===== src/rtl/mccr_pkg.sv =====
// Package with register map, field layouts, states and time-base periods of the clock controller.
package mccr_pkg;

	// Register indices as printed; the AXI byte address is four times the index.
	localparam logic [7:0]  MCCR_IDX_MISC   = 8'h20;
	localparam logic [7:0]  MCCR_IDX_CSR    = 8'h29;
	localparam logic [11:0] MCCR_ADDR_MISC  = {2'h0, MCCR_IDX_MISC, 2'h0};
	localparam logic [11:0] MCCR_ADDR_CSR   = {2'h0, MCCR_IDX_CSR, 2'h0};
	localparam int          MCCR_ADDR_W     = 12;

	// Reset values of the two registers.
	localparam logic [7:0]  MCCR_CSR_RESET  = 8'h01;
	localparam logic [7:0]  MCCR_MISC_RESET = 8'h00;

	// AXI4-Lite response codes.
	localparam logic [1:0]  MCCR_RESP_OKAY   = 2'h0;
	localparam logic [1:0]  MCCR_RESP_SLVERR = 2'h2;

	// Time-base periods in oscillator cycles.
	localparam int          MCCR_TB_W        = 19;
	localparam logic [18:0] MCCR_PERIOD_00   = 19'd32000;
	localparam logic [18:0] MCCR_PERIOD_01   = 19'd64000;
	localparam logic [18:0] MCCR_PERIOD_10   = 19'd160000;
	localparam logic [18:0] MCCR_PERIOD_11   = 19'd400000;

	// Divider taps: tap k of the free counter gives the oscillator divided by 2^(k+1).
	localparam int          MCCR_DIV_W       = 5;
	localparam logic [2:0]  MCCR_TAP_DIV2    = 3'd0;
	localparam logic [2:0]  MCCR_TAP_DIV4    = 3'd1;
	localparam logic [2:0]  MCCR_TAP_DIV8    = 3'd2;
	localparam logic [2:0]  MCCR_TAP_DIV16   = 3'd3;
	localparam logic [2:0]  MCCR_TAP_DIV32   = 3'd4;

	// Clock/time-base control and status register; upper nibble reads zero.
	typedef struct packed {
		logic [3:0] reserved;
		logic [1:0] timebase_select;
		logic       timebase_irq_enable;
		logic       timebase_elapsed_flag;
	} mccr_csr_t;

	// Miscellaneous control register one; only the clock bits live in this block.
	typedef struct packed {
		logic [1:0] reserved_hi;
		logic       clock_out_enable;
		logic [1:0] reserved_mid;
		logic [1:0] slow_divider_select;
		logic       slow_mode_select;
	} mccr_misc_t;

	// Power modes of the device as seen by this block.
	typedef enum logic [1:0] {
		PWR_RUN,
		PWR_WAIT,
		PWR_ACTIVE_HALT,
		PWR_HALT
	} mccr_pwr_t;

endpackage


===== src/rtl/mccr_main_clock_ctrl.sv =====
// Main clock controller: core prescaler, clock-out pin, time base, power modes and AXI4-Lite registers.
// Behaviour
// Core clock chosen by slow divider select and slow mode select bits.
// Network peripheral clock is always oscillator over two, ignoring slow mode.
// Clock-out enable drives oscillator over two onto the alternate pin.
// Clock-out pin stops toggling during active-halt mode.
// Time-base select picks 32000, 64000, 160000 or 400000 oscillator cycles.
// New time-base selection applies only when the running period ends.
// Elapsed flag in bit 0 sets at period end; reading the register clears it.
// Interrupt requested only if flag, enable bit 1 and core mask inactive.
// Halt with interrupt enabled enters active halt instead of full halt.
// In wait the time base runs normally; its interrupt ends wait.
// In active halt the counter runs, registers freeze; interrupt ends it.
// In full halt counter and registers freeze until a halt-capable wake.
// The time-base interrupt cannot end full halt mode.
// Status register resets to 01h; bits 7:4 always read zero.
// Software avoids read-modify-write bit instructions on the status register.
// Prescaler, clock-out and time base work independently and simultaneously.
// Slow divider: 00 gives /4, 10 /8, 01 /16, 11 /32.
// Slow mode select 0 gives oscillator over two; 1 uses the divider.
// Clock-out enable is bit 5, resets to zero, frees pin when cleared.
// Time base restarts each period and sets the flag regardless of enable.
//
// The implementer's own choice: the AXI4-Lite slave port.
`timescale 1ns/1ns
`default_nettype none

module mccr_main_clock_ctrl
	import mccr_pkg::*;
#(
	parameter logic [18:0] PERIOD_00 = MCCR_PERIOD_00,
	parameter logic [18:0] PERIOD_01 = MCCR_PERIOD_01,
	parameter logic [18:0] PERIOD_10 = MCCR_PERIOD_10,
	parameter logic [18:0] PERIOD_11 = MCCR_PERIOD_11
)
(
	input  wire logic                   clk,
	input  wire logic                   resetn,
	// AXI4-Lite slave.
	input  wire logic [MCCR_ADDR_W-1:0] s_axi_awaddr,
	input  wire logic                   s_axi_awvalid,
	output logic                        s_axi_awready,
	input  wire logic [31:0]            s_axi_wdata,
	input  wire logic [3:0]             s_axi_wstrb,
	input  wire logic                   s_axi_wvalid,
	output logic                        s_axi_wready,
	output logic [1:0]                  s_axi_bresp,
	output logic                        s_axi_bvalid,
	input  wire logic                   s_axi_bready,
	input  wire logic [MCCR_ADDR_W-1:0] s_axi_araddr,
	input  wire logic                   s_axi_arvalid,
	output logic                        s_axi_arready,
	output logic [31:0]                 s_axi_rdata,
	output logic [1:0]                  s_axi_rresp,
	output logic                        s_axi_rvalid,
	input  wire logic                   s_axi_rready,
	// Core side, all on the oscillator clock.
	input  wire logic                   core_irq_mask,
	input  wire logic                   halt_insn,
	input  wire logic                   wait_insn,
	input  wire logic                   halt_wake,
	output logic                        timebase_irq,
	output mccr_pwr_t                   power_mode,
	// Generated clocks.
	output logic                        cpu_clk,
	output logic                        can_clk,
	output logic                        clock_out_o,
	output logic                        clock_out_oe
);

	mccr_csr_t  csr;
	mccr_misc_t misc;
	logic       frozen;
	logic       elapsed;
	logic       irq_req;
	logic [2:0] cpu_tap;
	logic       clkout_run;

	// Write and read channel bookkeeping.
	logic [MCCR_ADDR_W-1:0] wr_addr;
	logic [31:0]            wr_data;
	logic [3:0]             wr_strb;
	logic                   aw_got;
	logic                   w_got;
	logic                   wr_fire;
	logic                   wr_csr;
	logic                   wr_misc;
	logic                   rd_fire;
	logic                   rd_csr;
	logic                   rd_misc;

	// Registers freeze in active halt and full halt; wait leaves them alive.
	assign frozen = (power_mode == PWR_ACTIVE_HALT) || (power_mode == PWR_HALT);

	// ---------------------------------------------------------------
	// Clock generation.
	// ---------------------------------------------------------------

	// Core clock tap; the slow divider codes are not in ascending order.
	always_comb begin
		if (!misc.slow_mode_select) begin
			cpu_tap = MCCR_TAP_DIV2;
		end else begin
			unique case (misc.slow_divider_select)
				2'b00: cpu_tap = MCCR_TAP_DIV4;
				2'b10: cpu_tap = MCCR_TAP_DIV8;
				2'b01: cpu_tap = MCCR_TAP_DIV16;
				2'b11: cpu_tap = MCCR_TAP_DIV32;
			endcase
		end
	end

	// The core clock stops in either halt mode so the core really sleeps.
	mccr_divider u_cpu_div (
		.clk     (clk),
		.resetn  (resetn),
		.tap     (cpu_tap),
		.enable  (!frozen),
		.clk_out (cpu_clk)
	);

	// The network peripheral clock bypasses the prescaler entirely.
	mccr_divider u_can_div (
		.clk     (clk),
		.resetn  (resetn),
		.tap     (MCCR_TAP_DIV2),
		.enable  (1'b1),
		.clk_out (can_clk)
	);

	// Clock-out toggles only when enabled and not in active halt, saving pin power.
	assign clkout_run = misc.clock_out_enable && (power_mode != PWR_ACTIVE_HALT);

	mccr_divider u_out_div (
		.clk     (clk),
		.resetn  (resetn),
		.tap     (MCCR_TAP_DIV2),
		.enable  (clkout_run),
		.clk_out (clock_out_o)
	);

	// The pin is handed to the alternate function only while the enable bit is set.
	always_ff @(posedge clk or negedge resetn) begin
		if (!resetn) begin
			clock_out_oe <= 1'b0;
		end else begin
			clock_out_oe <= misc.clock_out_enable;
		end
	end

	// ---------------------------------------------------------------
	// Time base.
	// ---------------------------------------------------------------

	// Counter runs in run, wait and active halt, and stops only in full halt.
	mccr_timebase #(
		.PERIOD_00 (PERIOD_00),
		.PERIOD_01 (PERIOD_01),
		.PERIOD_10 (PERIOD_10),
		.PERIOD_11 (PERIOD_11)
	) u_timebase (
		.clk     (clk),
		.resetn  (resetn),
		.run     (power_mode != PWR_HALT),
		.select  (csr.timebase_select),
		.elapsed (elapsed)
	);

	// Interrupt request is the flag gated by enable and the core's mask.
	assign irq_req = csr.timebase_elapsed_flag && csr.timebase_irq_enable
		&& !core_irq_mask;

	always_ff @(posedge clk or negedge resetn) begin
		if (!resetn) begin
			timebase_irq <= 1'b0;
		end else begin
			timebase_irq <= irq_req;
		end
	end

	// ---------------------------------------------------------------
	// Power modes.
	// ---------------------------------------------------------------

	// The time-base request may end wait and active halt but never full halt.
	always_ff @(posedge clk or negedge resetn) begin
		if (!resetn) begin
			power_mode <= PWR_RUN;
		end else begin
			unique case (power_mode)
				PWR_RUN: begin
					if (halt_insn) begin
						power_mode <= csr.timebase_irq_enable ? PWR_ACTIVE_HALT
							: PWR_HALT;
					end else if (wait_insn) begin
						power_mode <= PWR_WAIT;
					end
				end
				PWR_WAIT: begin
					if (irq_req || halt_wake) begin
						power_mode <= PWR_RUN;
					end
				end
				PWR_ACTIVE_HALT: begin
					if (irq_req || halt_wake) begin
						power_mode <= PWR_RUN;
					end
				end
				PWR_HALT: begin
					if (halt_wake) begin
						power_mode <= PWR_RUN;
					end
				end
			endcase
		end
	end

	// ---------------------------------------------------------------
	// AXI4-Lite write path.
	// ---------------------------------------------------------------

	// Address and data are caught independently in either order.
	assign wr_fire = aw_got && w_got && !s_axi_bvalid;
	assign wr_csr  = wr_addr == MCCR_ADDR_CSR;
	assign wr_misc = wr_addr == MCCR_ADDR_MISC;

	always_ff @(posedge clk or negedge resetn) begin
		if (!resetn) begin
			aw_got        <= 1'b0;
			s_axi_awready <= 1'b1;
			wr_addr       <= '0;
		end else if (s_axi_awvalid && s_axi_awready) begin
			aw_got        <= 1'b1;
			s_axi_awready <= 1'b0;
			wr_addr       <= s_axi_awaddr;
		end else if (s_axi_bvalid && s_axi_bready) begin
			aw_got        <= 1'b0;
			s_axi_awready <= 1'b1;
		end
	end

	always_ff @(posedge clk or negedge resetn) begin
		if (!resetn) begin
			w_got        <= 1'b0;
			s_axi_wready <= 1'b1;
			wr_data      <= '0;
			wr_strb      <= '0;
		end else if (s_axi_wvalid && s_axi_wready) begin
			w_got        <= 1'b1;
			s_axi_wready <= 1'b0;
			wr_data      <= s_axi_wdata;
			wr_strb      <= s_axi_wstrb;
		end else if (s_axi_bvalid && s_axi_bready) begin
			w_got        <= 1'b0;
			s_axi_wready <= 1'b1;
		end
	end

	// Response one cycle after both halves are held; unmapped words answer SLVERR.
	always_ff @(posedge clk or negedge resetn) begin
		if (!resetn) begin
			s_axi_bvalid <= 1'b0;
			s_axi_bresp  <= MCCR_RESP_OKAY;
		end else if (wr_fire) begin
			s_axi_bvalid <= 1'b1;
			s_axi_bresp  <= (wr_csr || wr_misc) ? MCCR_RESP_OKAY : MCCR_RESP_SLVERR;
		end else if (s_axi_bready) begin
			s_axi_bvalid <= 1'b0;
		end
	end

	// ---------------------------------------------------------------
	// AXI4-Lite read path.
	// ---------------------------------------------------------------

	assign rd_fire = s_axi_arvalid && s_axi_arready;
	assign rd_csr  = s_axi_araddr == MCCR_ADDR_CSR;
	assign rd_misc = s_axi_araddr == MCCR_ADDR_MISC;

	// Data is sampled at the address handshake, which is also the clearing read.
	always_ff @(posedge clk or negedge resetn) begin
		if (!resetn) begin
			s_axi_arready <= 1'b1;
			s_axi_rvalid  <= 1'b0;
			s_axi_rdata   <= '0;
			s_axi_rresp   <= MCCR_RESP_OKAY;
		end else if (rd_fire) begin
			s_axi_arready <= 1'b0;
			s_axi_rvalid  <= 1'b1;
			s_axi_rresp   <= (rd_csr || rd_misc) ? MCCR_RESP_OKAY : MCCR_RESP_SLVERR;
			if (rd_csr) begin
				s_axi_rdata <= {24'h0, 4'h0, csr[3:0]};
			end else if (rd_misc) begin
				s_axi_rdata <= {24'h0, 2'h0, misc.clock_out_enable, 2'h0,
					misc.slow_divider_select, misc.slow_mode_select};
			end else begin
				s_axi_rdata <= '0;
			end
		end else if (s_axi_rvalid && s_axi_rready) begin
			s_axi_arready <= 1'b1;
			s_axi_rvalid  <= 1'b0;
		end
	end

	// ---------------------------------------------------------------
	// Register state.
	// ---------------------------------------------------------------

	// Software fields of the status register; writes are dropped while frozen.
	always_ff @(posedge clk or negedge resetn) begin
		if (!resetn) begin
			csr.reserved            <= MCCR_CSR_RESET[7:4];
			csr.timebase_select     <= MCCR_CSR_RESET[3:2];
			csr.timebase_irq_enable <= MCCR_CSR_RESET[1];
		end else if (wr_fire && wr_csr && wr_strb[0] && !frozen) begin
			csr.reserved            <= 4'h0;
			csr.timebase_select     <= wr_data[3:2];
			csr.timebase_irq_enable <= wr_data[1];
		end
	end

	// Flag sets on every period end; a set in the clearing cycle wins, so no event is lost.
	// A plain write does not touch the flag, which is why bit instructions are avoided.
	always_ff @(posedge clk or negedge resetn) begin
		if (!resetn) begin
			csr.timebase_elapsed_flag <= MCCR_CSR_RESET[0];
		end else if (elapsed) begin
			csr.timebase_elapsed_flag <= 1'b1;
		end else if (rd_fire && rd_csr && !frozen) begin
			csr.timebase_elapsed_flag <= 1'b0;
		end
	end

	// Clock control bits of the miscellaneous register; other bits belong elsewhere.
	always_ff @(posedge clk or negedge resetn) begin
		if (!resetn) begin
			misc <= MCCR_MISC_RESET;
		end else if (wr_fire && wr_misc && wr_strb[0] && !frozen) begin
			misc.reserved_hi         <= 2'h0;
			misc.clock_out_enable    <= wr_data[5];
			misc.reserved_mid        <= 2'h0;
			misc.slow_divider_select <= wr_data[2:1];
			misc.slow_mode_select    <= wr_data[0];
		end
	end

endmodule

`default_nettype wire


===== src/rtl/mccr_divider.sv =====
// Free-running power-of-two divider with a selectable tap and a gated, registered output.
`timescale 1ns/1ns
`default_nettype none

module mccr_divider
	import mccr_pkg::*;
(
	input  wire logic       clk,
	input  wire logic       resetn,
	input  wire logic [2:0] tap,
	input  wire logic       enable,
	output logic            clk_out
);

	logic [MCCR_DIV_W-1:0] cnt;
	logic [MCCR_DIV_W-1:0] next_cnt;

	assign next_cnt = cnt + 5'd1;

	// The counter never stops, so a tap change lands on an existing phase.
	always_ff @(posedge clk or negedge resetn) begin
		if (!resetn) begin
			cnt <= '0;
		end else begin
			cnt <= next_cnt;
		end
	end

	// A disabled output parks low instead of freezing mid-cycle.
	always_ff @(posedge clk or negedge resetn) begin
		if (!resetn) begin
			clk_out <= 1'b0;
		end else begin
			clk_out <= enable & next_cnt[tap];
		end
	end

endmodule

`default_nettype wire


===== src/rtl/mccr_timebase.sv =====
// Real-time time-base counter with period select that is adopted only at the end of a period.
`timescale 1ns/1ns
`default_nettype none

module mccr_timebase
	import mccr_pkg::*;
#(
	parameter logic [18:0] PERIOD_00 = MCCR_PERIOD_00,
	parameter logic [18:0] PERIOD_01 = MCCR_PERIOD_01,
	parameter logic [18:0] PERIOD_10 = MCCR_PERIOD_10,
	parameter logic [18:0] PERIOD_11 = MCCR_PERIOD_11
)
(
	input  wire logic       clk,
	input  wire logic       resetn,
	input  wire logic       run,
	input  wire logic [1:0] select,
	output logic            elapsed
);

	logic [MCCR_TB_W-1:0] cnt;
	logic [1:0]           active_select;
	logic [MCCR_TB_W-1:0] last;
	logic                 at_end;

	// Terminal count of the period that is currently running.
	always_comb begin
		unique case (active_select)
			2'b00: last = PERIOD_00 - 19'd1;
			2'b01: last = PERIOD_01 - 19'd1;
			2'b10: last = PERIOD_10 - 19'd1;
			2'b11: last = PERIOD_11 - 19'd1;
		endcase
	end

	assign at_end = run & (cnt >= last);

	// Counter wraps on its own and holds still while run is low.
	always_ff @(posedge clk or negedge resetn) begin
		if (!resetn) begin
			cnt <= '0;
		end else if (at_end) begin
			cnt <= '0;
		end else if (run) begin
			cnt <= cnt + 19'd1;
		end
	end

	// A new selection is taken only at the wrap, so no period is shortened or stretched.
	always_ff @(posedge clk or negedge resetn) begin
		if (!resetn) begin
			active_select <= MCCR_CSR_RESET[3:2];
		end else if (at_end) begin
			active_select <= select;
		end
	end

	// One-cycle pulse in the cycle after the last cycle of every period.
	always_ff @(posedge clk or negedge resetn) begin
		if (!resetn) begin
			elapsed <= 1'b0;
		end else begin
			elapsed <= at_end;
		end
	end

endmodule

`default_nettype wire


===== config.mk =====
export PLATFORM = sky130hd
export DESIGN_NAME = mccr_main_clock_ctrl
export DESIGN_NICKNAME = d
export VERILOG_FILES = /design/src/rtl/mccr_pkg.sv /design/src/rtl/mccr_main_clock_ctrl.sv /design/src/rtl/mccr_divider.sv /design/src/rtl/mccr_timebase.sv
export SDC_FILE = /design/constraint.sdc
export NUM_CORES = 1
export LEC_CHECK = 0
export ABC_AREA = 1
export BUFFER_PORTS_ARGS = -buffer_cell sky130_fd_sc_hd__buf_2
export CAP_MARGIN = 10
export CORE_UTILIZATION = 30
export CTS_CLUSTER_DIAMETER = 200
export DETAILED_ROUTE_END_ITERATION = 10
export MAX_ROUTING_LAYER = met4
export PLACE_DENSITY = 0.49
export SLEW_MARGIN = 10
export SYNTH_ARGS = -nofsm -noshare
export SYNTH_HDL_FRONTEND = slang
export SYNTH_SLANG_ARGS = --single-unit

===== constraint.sdc =====
create_clock -name clk -period 2.1 [get_ports clk]
set_input_delay 0.315 -clock clk [delete_from_list [all_inputs] [get_ports clk]]
set_output_delay 0.315 -clock clk [all_outputs]
set_load 0.02 [all_outputs]

Word-level counts from Yosys, hierarchy flattened
Index checks and enable logic that the tools add are counted.
{"block": "op_classes", "addsub": 4, "n_lt_le_gt_ge": 2, "eq_ne": 18, "n_mux": 31, "n_bitwise": 3, "reduce_logical": 36}
{"operator": "$pmux 19 s4", "n": 1}
{"operator": "$eq 12x8->1 const B", "n": 4}
{"operator": "$mux 19", "n": 2}
{"operator": "$add 19x1->19 const B", "n": 1}
{"operator": "$ge 19x19->1", "n": 1}
{"operator": "$logic_and 1x1->1", "n": 18}
{"operator": "$mux 1", "n": 16}
{"operator": "$add 5x1->5 const B", "n": 3}
{"operator": "$eq 2x2->1 const B", "n": 6}
{"operator": "$mux 2", "n": 6}
{"operator": "$mux 6", "n": 2}
{"operator": "$pmux 3 s4", "n": 1}
{"operator": "$reduce_bool 2->1", "n": 6}
{"operator": "$eq 2x1->1 const B", "n": 3}
{"operator": "$logic_not 2->1", "n": 3}
{"operator": "$ne 2x2->1 const B", "n": 3}
{"operator": "$pmux 2 s3", "n": 1}
{"operator": "$logic_or 1x1->1", "n": 4}
{"operator": "$lt 3x4->1 const B", "n": 1}
{"operator": "$and 1x1->1", "n": 3}
{"operator": "$bmux 1 s3", "n": 1}
{"operator": "$logic_not 1->1", "n": 3}
{"operator": "$mux 3", "n": 1}
{"operator": "$ne 3x3->1 const B", "n": 1}
{"operator": "3 further kinds", "n": 3}
{"block": "word_totals", "ff_bits": 114, "out_inout_bits": 48}

Depth between registers and ports, before layout
Gate-level depths: netlist (run 1).
{"block": "logic_depth", "depth_word": 6, "mapped_depth": 13, "depth_no_buf": 12}

Modules after synthesis
A second synthesis (run 1) with hierarchy kept.
{"block": "hier_totals", "cells_unflattened": 602, "hier_area_um2": 4809.6}
{"module": "mccr_main_clock_ctrl", "n_inst": 1, "cells_each": 284, "area_per_inst_um2": 2399.8}
{"module": "mccr_timebase", "n_inst": 1, "cells_each": 204, "area_per_inst_um2": 1516.5}
{"module": "mccr_divider", "n_inst": 3, "cells_each": 38, "area_per_inst_um2": 297.8}

Least setup slack after synthesis (run 1)
No wires, ideal clock.
{"block": "synth_path", "kind": "register -> register", "startpoint": "register u_timebase.active_select[0]", "endpoint": "register u_timebase.cnt[0]", "setup_ps": 120, "t_arrival_ps": 1819, "path_slack_ps": 160, "stages_incl_launch_ff": 13, "period_less_slack_ps": 1940, "cell_sequence": "dfrtp_1 -> or2_2 -> ha_1 -> nand3_1 -> inv_1 -> nand2_1 -> nor2_1 -> nand3_2 -> nand3_2 -> nand2_4 -> inv_6 -> buf_12 -> nor2_2"}
{"block": "synth_via", "elab_chain_len": 5, "word_cells_on_any_way": 9, "classes_between": "order compare (1); eq/ne (3); mux (2); bitwise (1); reduce/logical (2)"}
{"item": "start, declared", "line_no": "mccr_timebase.sv:22", "text": "logic [1:0] active_select;"}
{"item": "start signal, assigned", "line_no": "mccr_timebase.sv:52", "text": "active_select <= MCCR_CSR_RESET[3:2];"}
{"item": "start signal, assigned", "line_no": "mccr_timebase.sv:54", "text": "active_select <= select;"}
{"item": "$eq 2x2->1 (tied with other cells)", "line_no": "mccr_timebase.sv:28", "text": "unique case (active_select)"}
{"item": "$pmux 19 s4 *", "line_no": "mccr_timebase.sv:28"}
{"item": "$ge 19x19->1 *", "line_no": "mccr_timebase.sv:36", "text": "assign at_end = run & (cnt >= last);"}
{"item": "$and 1x1->1 *", "line_no": "mccr_timebase.sv:36"}
{"item": "named net u_timebase.at_end", "line_no": "mccr_timebase.sv:24", "text": "logic at_end;"}
{"item": "$mux 19 or $reduce_bool 2->1 (tied branches)"}
{"item": "end signal, assigned", "line_no": "mccr_timebase.sv:45", "text": "cnt <= cnt + 19'd1;"}
{"item": "end, declared", "line_no": "mccr_timebase.sv:21", "text": "logic [MCCR_TB_W-1:0] cnt;"}
Mark *: on every way through the listed nets, which the timed path passes. The rest lies on a longest branch. The select of a mux whose other input is x is not followed.
A chain may end at the register's enable or synchronous reset.

Final worst setup path (run 1)
{"block": "layout_path", "startpoint": "register u_timebase.active_select[1]", "endpoint": "register u_timebase.cnt[16]"}
{"block": "layout_via", "elab_chain_len": 5, "word_cells_on_any_way": 9, "classes_between": "order compare (1); eq/ne (3); mux (2); bitwise (1); reduce/logical (2)"}
{"item": "$eq 2x2->1 (tied with other cells)", "line_no": "mccr_timebase.sv:28"}
{"item": "$pmux 19 s4 *", "line_no": "mccr_timebase.sv:28"}
{"item": "$ge 19x19->1 *", "line_no": "mccr_timebase.sv:36"}
{"item": "$and 1x1->1 *", "line_no": "mccr_timebase.sv:36"}
{"item": "$mux 19 or $reduce_bool 2->1 (tied branches)"}
Every way passes the cells marked *; elsewhere a longest branch is shown, timed or not. The select of a mux whose other input is x is not followed.

==> results of run 1 <==
-- power groups by stage --
stage / clock, mW / sequential [mW] / combinational, mW
detailed placement: 0 / 2.10 / 1.27
CTS: 1.62 / 2.08 / 1.27
global placement: 0 / 2.09 / 1.23
finish: 1.57 / 2.09 / 1.25
global route: 1.67 / 2.13 / 1.43
floorplan: 0 / 2.16 / 0.846
-- area by class of cell --
type	count	area (um2)
clock inverter	2	35.0
timing repair buffer	69	388
clock buffer	14	264
timing repair inverter	1	16.3
sequential	75	1880
fill	1329	7950
multi-input combinational	317	1770
inverter	50	200
tap	172	215
-- Yosys cell counts (3+ instances only) --
cell,number,area [um2]
nor3_1,7,35.0
o21bai_1,3,22.5
or2_2,3,18.8
nor2_1,45,169
xor2_1,11,96.3
a21oi_1,12,60.1
mux2_2,15,169
nand2_2,3,18.8
buf_4,29,218
nor2_2,15,93.8
nand4_1,3,18.8
nand3_1,35,175
xnor2_1,3,26.3
ha_1,15,188
dfstp_2,4,105
inv_1,47,176
nand2_1,87,327
dfrtp_1,71,1780
o21ai_0,18,90.1
-- metrics by stage --
| stage | util [%] | instances | hold slack [ns] | setup WS, ns |
|---|---|---|---|---|
| after floorplan | - | 473 | 0.0194 | 0.160 |
| after global placement | 34.5 | 681 | 0.298 | 0.0972 |
| after detailed placement | 34.5 | 681 | 0.298 | 0.0797 |
| after CTS | 37.0 | 698 | 0.131 | 0.0701 |
| after global routing | 37.5 | 700 | 0.139 | 0.0279 |
| final | 37.5 | 700 | 0.146 | 0.179 |
-- critical path, stage by stage (launching register included) --
cell	delay (ns)
dfrtp_2	0.44
or2_2	0.31
ha_4	0.29
nand3_2	0.09
inv_1	0.06
nand2_1	0.04
nor2_1	0.10
nand3_2	0.08
nand3_2	0.12
nand2_4	0.12
clkinv_8	0.11
nor2_2	0.04
-- cell families after synthesis --
| group | after synthesis | synth area share [%] |
|---|---|---|
| AND/OR/NAND/NOR | 208 | 24.2 |
| other | 1 | 0.0950 |
| flip-flops | 75 | 47.7 |
| buffers and inverters | 81 | 11.0 |
| XOR/XNOR | 14 | 3.11 |
| adder cells (fa/ha/maj) | 15 | 4.76 |
| AO/OA/AOI/OAI | 36 | 4.91 |
| multiplexers | 15 | 4.28 |
-- routing by layer --
| layer | up-vias | GRT usage (%) | wire length (um) |
|---|---|---|---|
| met3 | 11 | 2.54 | 251 |
| met2 | 72 | 21.2 | 3620 |
| met5 | - | - | 0 |
| li1 | 1527 | - | - |
| met1 | 1392 | 17.6 | 4100 |
| met4 | 0 | 7.09 | 165 |
-- registers in the layout (all words and copies together) (netlist names), 2 cells and up --
name	count
misc	4
power_mode	2
u_cpu_div.cnt	5
u_timebase.cnt	19
wr_addr	12
u_timebase.active_select	2
csr	4
wr_data	5
s_axi_rdata	5
-- worst max path at each step --
stage | startpoint | to | slack [ns] | cells after the start
after detailed placement | u_timebase.active_select[1]$_DFFE_PN0P_ | u_timebase.cnt[7]$_DFFE_PN0P_ | 0.08 | 11
after floorplan | u_timebase.active_select[0]$_DFFE_PN0P_ | u_timebase.cnt[0]$_DFFE_PN0P_ | 0.16 | 12
final | u_timebase.active_select[1]$_DFFE_PN0P_ | u_timebase.cnt[16]$_DFFE_PN0P_ | 0.18 | 11
after global placement | u_timebase.active_select[1]$_DFFE_PN0P_ | u_timebase.cnt[10]$_DFFE_PN0P_ | 0.1 | 11
after global routing | u_timebase.active_select[0]$_DFFE_PN0P_ | u_timebase.cnt[9]$_DFFE_PN0P_ | 0.03 | 12
after CTS | u_timebase.active_select[1]$_DFFE_PN0P_ | u_timebase.cnt[2]$_DFFE_PN0P_ | 0.07 | 11
-- repair_timing --
item,CTS,global route
endpoints found under the hold margin,29,0
buffers inserted,0,1
gates resized for setup,0,10
hold buffers,1,0
endpoints found under the setup margin,0,19
==> impl_metrics.json, run 1 <==
{
  "reg2reg_depth": 11,
  "hpwl_um": 6000,
  "cts_tree": "built",
  "fmaxAchievable_ghz": 0.520,
  "start_util_pct": 31.0,
  "first_pass_iters": 4,
  "cp_max_fo": 9,
  "min_to": "timebase_irq$_DFF_PN0_",
  "setup_viol": 0,
  "hold_class": "in2reg",
  "io_pins": 119,
  "dieWidth_um": 117,
  "coreArea_mm2": 0.0127,
  "cts_max_level": 3,
  "rsz0062_at_grt": "no",
  "layout_common_cells": "nand2_1 (87), dfrtp_1 (70), buf_2 (58)",
  "worstMarginPinSlew_ns": 0.593,
  "maxCapViolations": 0,
  "holdPathStages": 2,
  "fp.dieH_um": 117,
  "syn_inst": 445,
  "power.switching_mw": 1.57,
  "p_leak_nw": 2.42,
  "clock-root-buffer": "clkbuf_16",
  "min_period_ns": 1.92,
  "swShare_pct": 31.9,
  "intPower_mw": 3.34,
  "area_growth_pct": 21.0,
  "period_share_pct": 91.5,
  "ir_drop_mv": 0.628,
  "final_cell_area_mm2": 0.00477,
  "clkPwrFrac_pct": 32.0,
  "crit_type": "reg2reg",
  "clock_skew_ns": 0.00571,
  "r2r_slack_ns": 0.18,
  "ant_nets": 0,
  "hp-start": "core_irq_mask",
  "vias": 3002,
  "wire_per_inst_um": 11.6,
  "yosysUniqueCellTypes": 35,
  "drt_iter0_drc": 125,
  "placed_area_mm2": 0.00440,
  "r2r_start": "u_timebase.active_select[1]$_DFFE_PN0P_",
  "antenna_found_initial": 0,
  "ys_ff_latch": 75,
  "fin_setup_tns_ns": 0,
  "yosysSeqAreaShare_pct": 47.7,
  "final_layout_size_suffix_gt1_share_pct": 26.1,
  "grt_start_max_net_pins": 33,
  "cts_buffers": 9,
  "endpoint_kind": "flop",
  "avgSynthCellArea_um2": 8.87,
  "r2r_end": "u_timebase.cnt[16]$_DFFE_PN0P_",
  "arrival_ns": 2.15,
  "synth_ff_type": "dfrtp_1",
  "async_reset_ff_share_pct": 100,
  "synthesis.area_mm2": 0.00395,
  "place.port_buffers": 59,
  "synth_warnings": 0,
  "final_common_cell": "nand2_1",
  "cts_sinks": 75,
  "drc": 0,
  "cp-start-kind": "flop",
  "cp.required_ns": 2.32,
  "overflow": 0,
  "antenna_cells": 0,
  "combPwrFrac_pct": 25.5,
  "worstSkewPairLatency_ns": 0.34,
  "die-area_mm2": 0.0136,
  "synth_edf_count": 0,
  "hold_violations": 0,
  "totalPowerFinal_mw": 4.90,
  "report.final.slew_viol_count": 0,
  "nNetsFinal": 609,
  "status": "complete, no violations",
  "pwr-share-seq_pct": 42.5,
  "grt_pass1_wl_um": 14000,
  "rows": 41,
  "slew_headroom_pct": 60.4,
  "grt_pass1_vias": 3035,
  "path_clk_slew_ns": 0.06,
  "powerDensity_mw_per_mm2": 1030,
  "vias_per_cell": 4.29,
  "wirelength_um": 8130,
  "gp_congestion": 0.873,
  "grt_usage_pct": 13.9,
  "clk_path_buf_depth": 2
}
Power figures use the tool's default switching activity.
==> run 2, diff against run 1 <==
- clock period: 2.1 -> 2.05 ns (I/O delays scaled with it)
==> run 2 against run 1 <==
Setup slack got worse by 0.073 ns. Die area stayed put. Power is 0.99% higher. Register-to-register slack got worse by 0.07 ns.
==> impl_metrics.json, run 2 (synthesis results as in run 1) <==
{
  "area_growth_pct": 20.7,
  "final.fill_count": 1366,
  "met2_length_um": 3720,
  "slew_headroom_pct": 59.5,
  "cts_tree": "built",
  "status": "complete, no violations",
  "layout_common_cells": "nand2_1 (87), dfrtp_1 (70), buf_2 (58)",
  "die-area_mm2": 0.0136,
  "cp_max_fo": 9,
  "r2r_slack_ns": 0.11,
  "clkPwrFrac_pct": 31.2,
  "post-cts-setup-buffers": 0,
  "fin_util_pct": 37.5,
  "antenna_found_initial": 0,
  "period_share_pct": 94.8,
  "report.final.slew_viol_count": 0,
  "cp_slowest_cell": "dfrtp_2",
  "io_pins": 119,
  "cts_max_level": 3,
  "grt_start_max_net_pins": 43,
  "crit_top_cell": "nand3_2",
  "hpwl_um": 5970,
  "worstMarginPinSlew_ns": 0.605,
  "cp_num_buf_inv": 2,
  "drt_iter0_drc": 110,
  "power.switching_mw": 1.61,
  "powerDensity_mw_per_mm2": 1040,
  "cts_buffers": 9,
  "layoutNonFillerInstCount": 699,
  "met3_length_um": 380,
  "cts_sinks": 75,
  "grt_pass1_wl_um": 13900,
  "start_util_pct": 31.0,
  "maxCapViolations": 0,
  "cp-start-kind": "flop",
  "setup_viol": 0,
  "combPwrFrac_pct": 25.7,
  "endpoint_kind": "flop",
  "ant_nets": 0,
  "swShare_pct": 32.4,
  "overflow": 0,
  "clock_skew_ns": 0.00500,
  "vias_per_cell": 4.34,
  "final_layout_size_suffix_gt1_share_pct": 26.0,
  "dr.max_layer_used": "met4",
  "grt_usage_pct": 13.9,
  "cp_top_family": "simple AND/OR/NAND/NOR gates",
  "arrival_ns": 2.17,
  "hold_violations": 0,
  "nNetsFinal": 608,
  "coreArea_mm2": 0.0127,
  "met1Wirelength_um": 3750,
  "dp_cells": 680,
  "largest_register_ffs": 19,
  "min_period_ns": 1.94,
  "worstSkewPairLatency_ns": 0.33,
  "first_pass_iters": 4,
  "dieWidth_um": 117,
  "final_common_cell": "nand2_1",
  "hold_class": "in2reg",
  "path_clk_slew_ns": 0.06,
  "clk_path_buf_depth": 2,
  "crit_type": "reg2reg",
  "top_register": "u_timebase.cnt",
  "place.port_buffers": 59,
  "cp_cell_sequence": "or2_2 -> ha_4 -> nand3_2 -> inv_1 -> nand2_1 -> nor2_2 -> nand3_2 -> nand3_4 -> nand2_8 -> clkinv_8 -> nor2_1",
  "wirelength_um": 8010,
  "antenna_cells": 0,
  "gp_congestion": 0.874,
  "slowest_delay_ns": 0.44,
  "whs_ns": 0.140,
  "intPower_mw": 3.35,
  "cp.required_ns": 2.28,
  "reg_top3": "u_timebase.cnt (19), wr_addr (12)",
  "fp.dieH_um": 117,
  "clock-root-buffer": "clkbuf_16",
  "pwr-share-seq_pct": 43.1,
  "wire_per_inst_um": 11.5,
  "fmaxAchievable_ghz": 0.514,
  "p_leak_nw": 2.41,
  "drc": 0,
  "ir_drop_mv": 0.545,
  "rows": 41,
  "grt_pass1_vias": 3015,
  "vias": 3032
}
## run 2: worst reg2reg max path, cell delays in order (launching register included)
cell      delay (ns)
dfrtp_2         0.44
or2_2           0.31
ha_4            0.29
nand3_2         0.10
inv_1           0.07
nand2_1         0.06
nor2_2          0.09
nand3_2         0.10
nand3_4         0.12
nand2_8         0.11
clkinv_8        0.10
nor2_1          0.04
## run 2: what timing repair did
item | in CTS | in global routing
resized for setup | 0 | 13
endpoints found under the hold margin | 38 | 0
setup endpoints to repair | 0 | 22
hold buffers | 1 | 0
## run 2: final timing paths
check,from,to,cells past startpoint
worst max-delay path,u_timebase.active_select[1]$_DFFE_PN0P_,u_timebase.cnt[3]$_DFFE_PN0P_,11
worst min-delay path,core_irq_mask,timebase_irq$_DFF_PN0_,2
worst max register to register,u_timebase.active_select[1]$_DFFE_PN0P_,u_timebase.cnt[3]$_DFFE_PN0P_,11
worst min register to register,u_can_div.cnt[0]$_DFF_PN0_,u_can_div.cnt[0]$_DFF_PN0_,1
max in group asynchronous,resetn,csr[0]$_DFFE_PN1P_,3
min in group asynchronous,resetn,misc[0]$_DFFE_PN0P_,2
## run 2: power groups by stage
stage               registers [mW]  clock network [mW]  logic (mW)
floorplan                     2.21                   0       0.867
global placement              2.14                   0        1.25
detailed placement            2.16                   0        1.28
CTS                           2.14                1.60        1.29
global route                  2.20                1.68        1.45
finish                        2.13                1.55        1.27
## run 2: stage by stage
stage / cell area, um2 / TNS (ns) / setup slack [ns] / power, mW
after floorplan: 4050 / 0 / 0.110 / 3.08
after global placement: 4390 / 0 / 0.0368 / 3.39
after detailed placement: 4390 / 0 / 0.0247 / 3.44
after CTS: 4690 / 0 / 0.00881 / 5.02
after global routing: 4760 / -0.0255 / -0.0117 / 5.32
final: 4760 / 0 / 0.106 / 4.95
## run 2: cell type report
| type | instances | area (um2) | share of cell area, % |
|---|---|---|---|
| clock buffers | 12 | 236 | 4.96 |
| clock inverters | 4 | 51.3 | 1.08 |
| inverters | 50 | 200 | 4.20 |
| multi-input cells | 317 | 1780 | 37.3 |
| flip-flops and latches | 75 | 1880 | 39.5 |
| well taps | 172 | 215 | 4.52 |
| repair buffers | 67 | 373 | 7.83 |
| repair inverters | 2 | 27.5 | 0.578 |
## run 2: per-layer routing
metal  GRT usage, %  up-vias
met5              -        -
met4           6.33        0
met3           2.96       11
met2           21.8       77
met1           17.0     1425
li1               -     1519
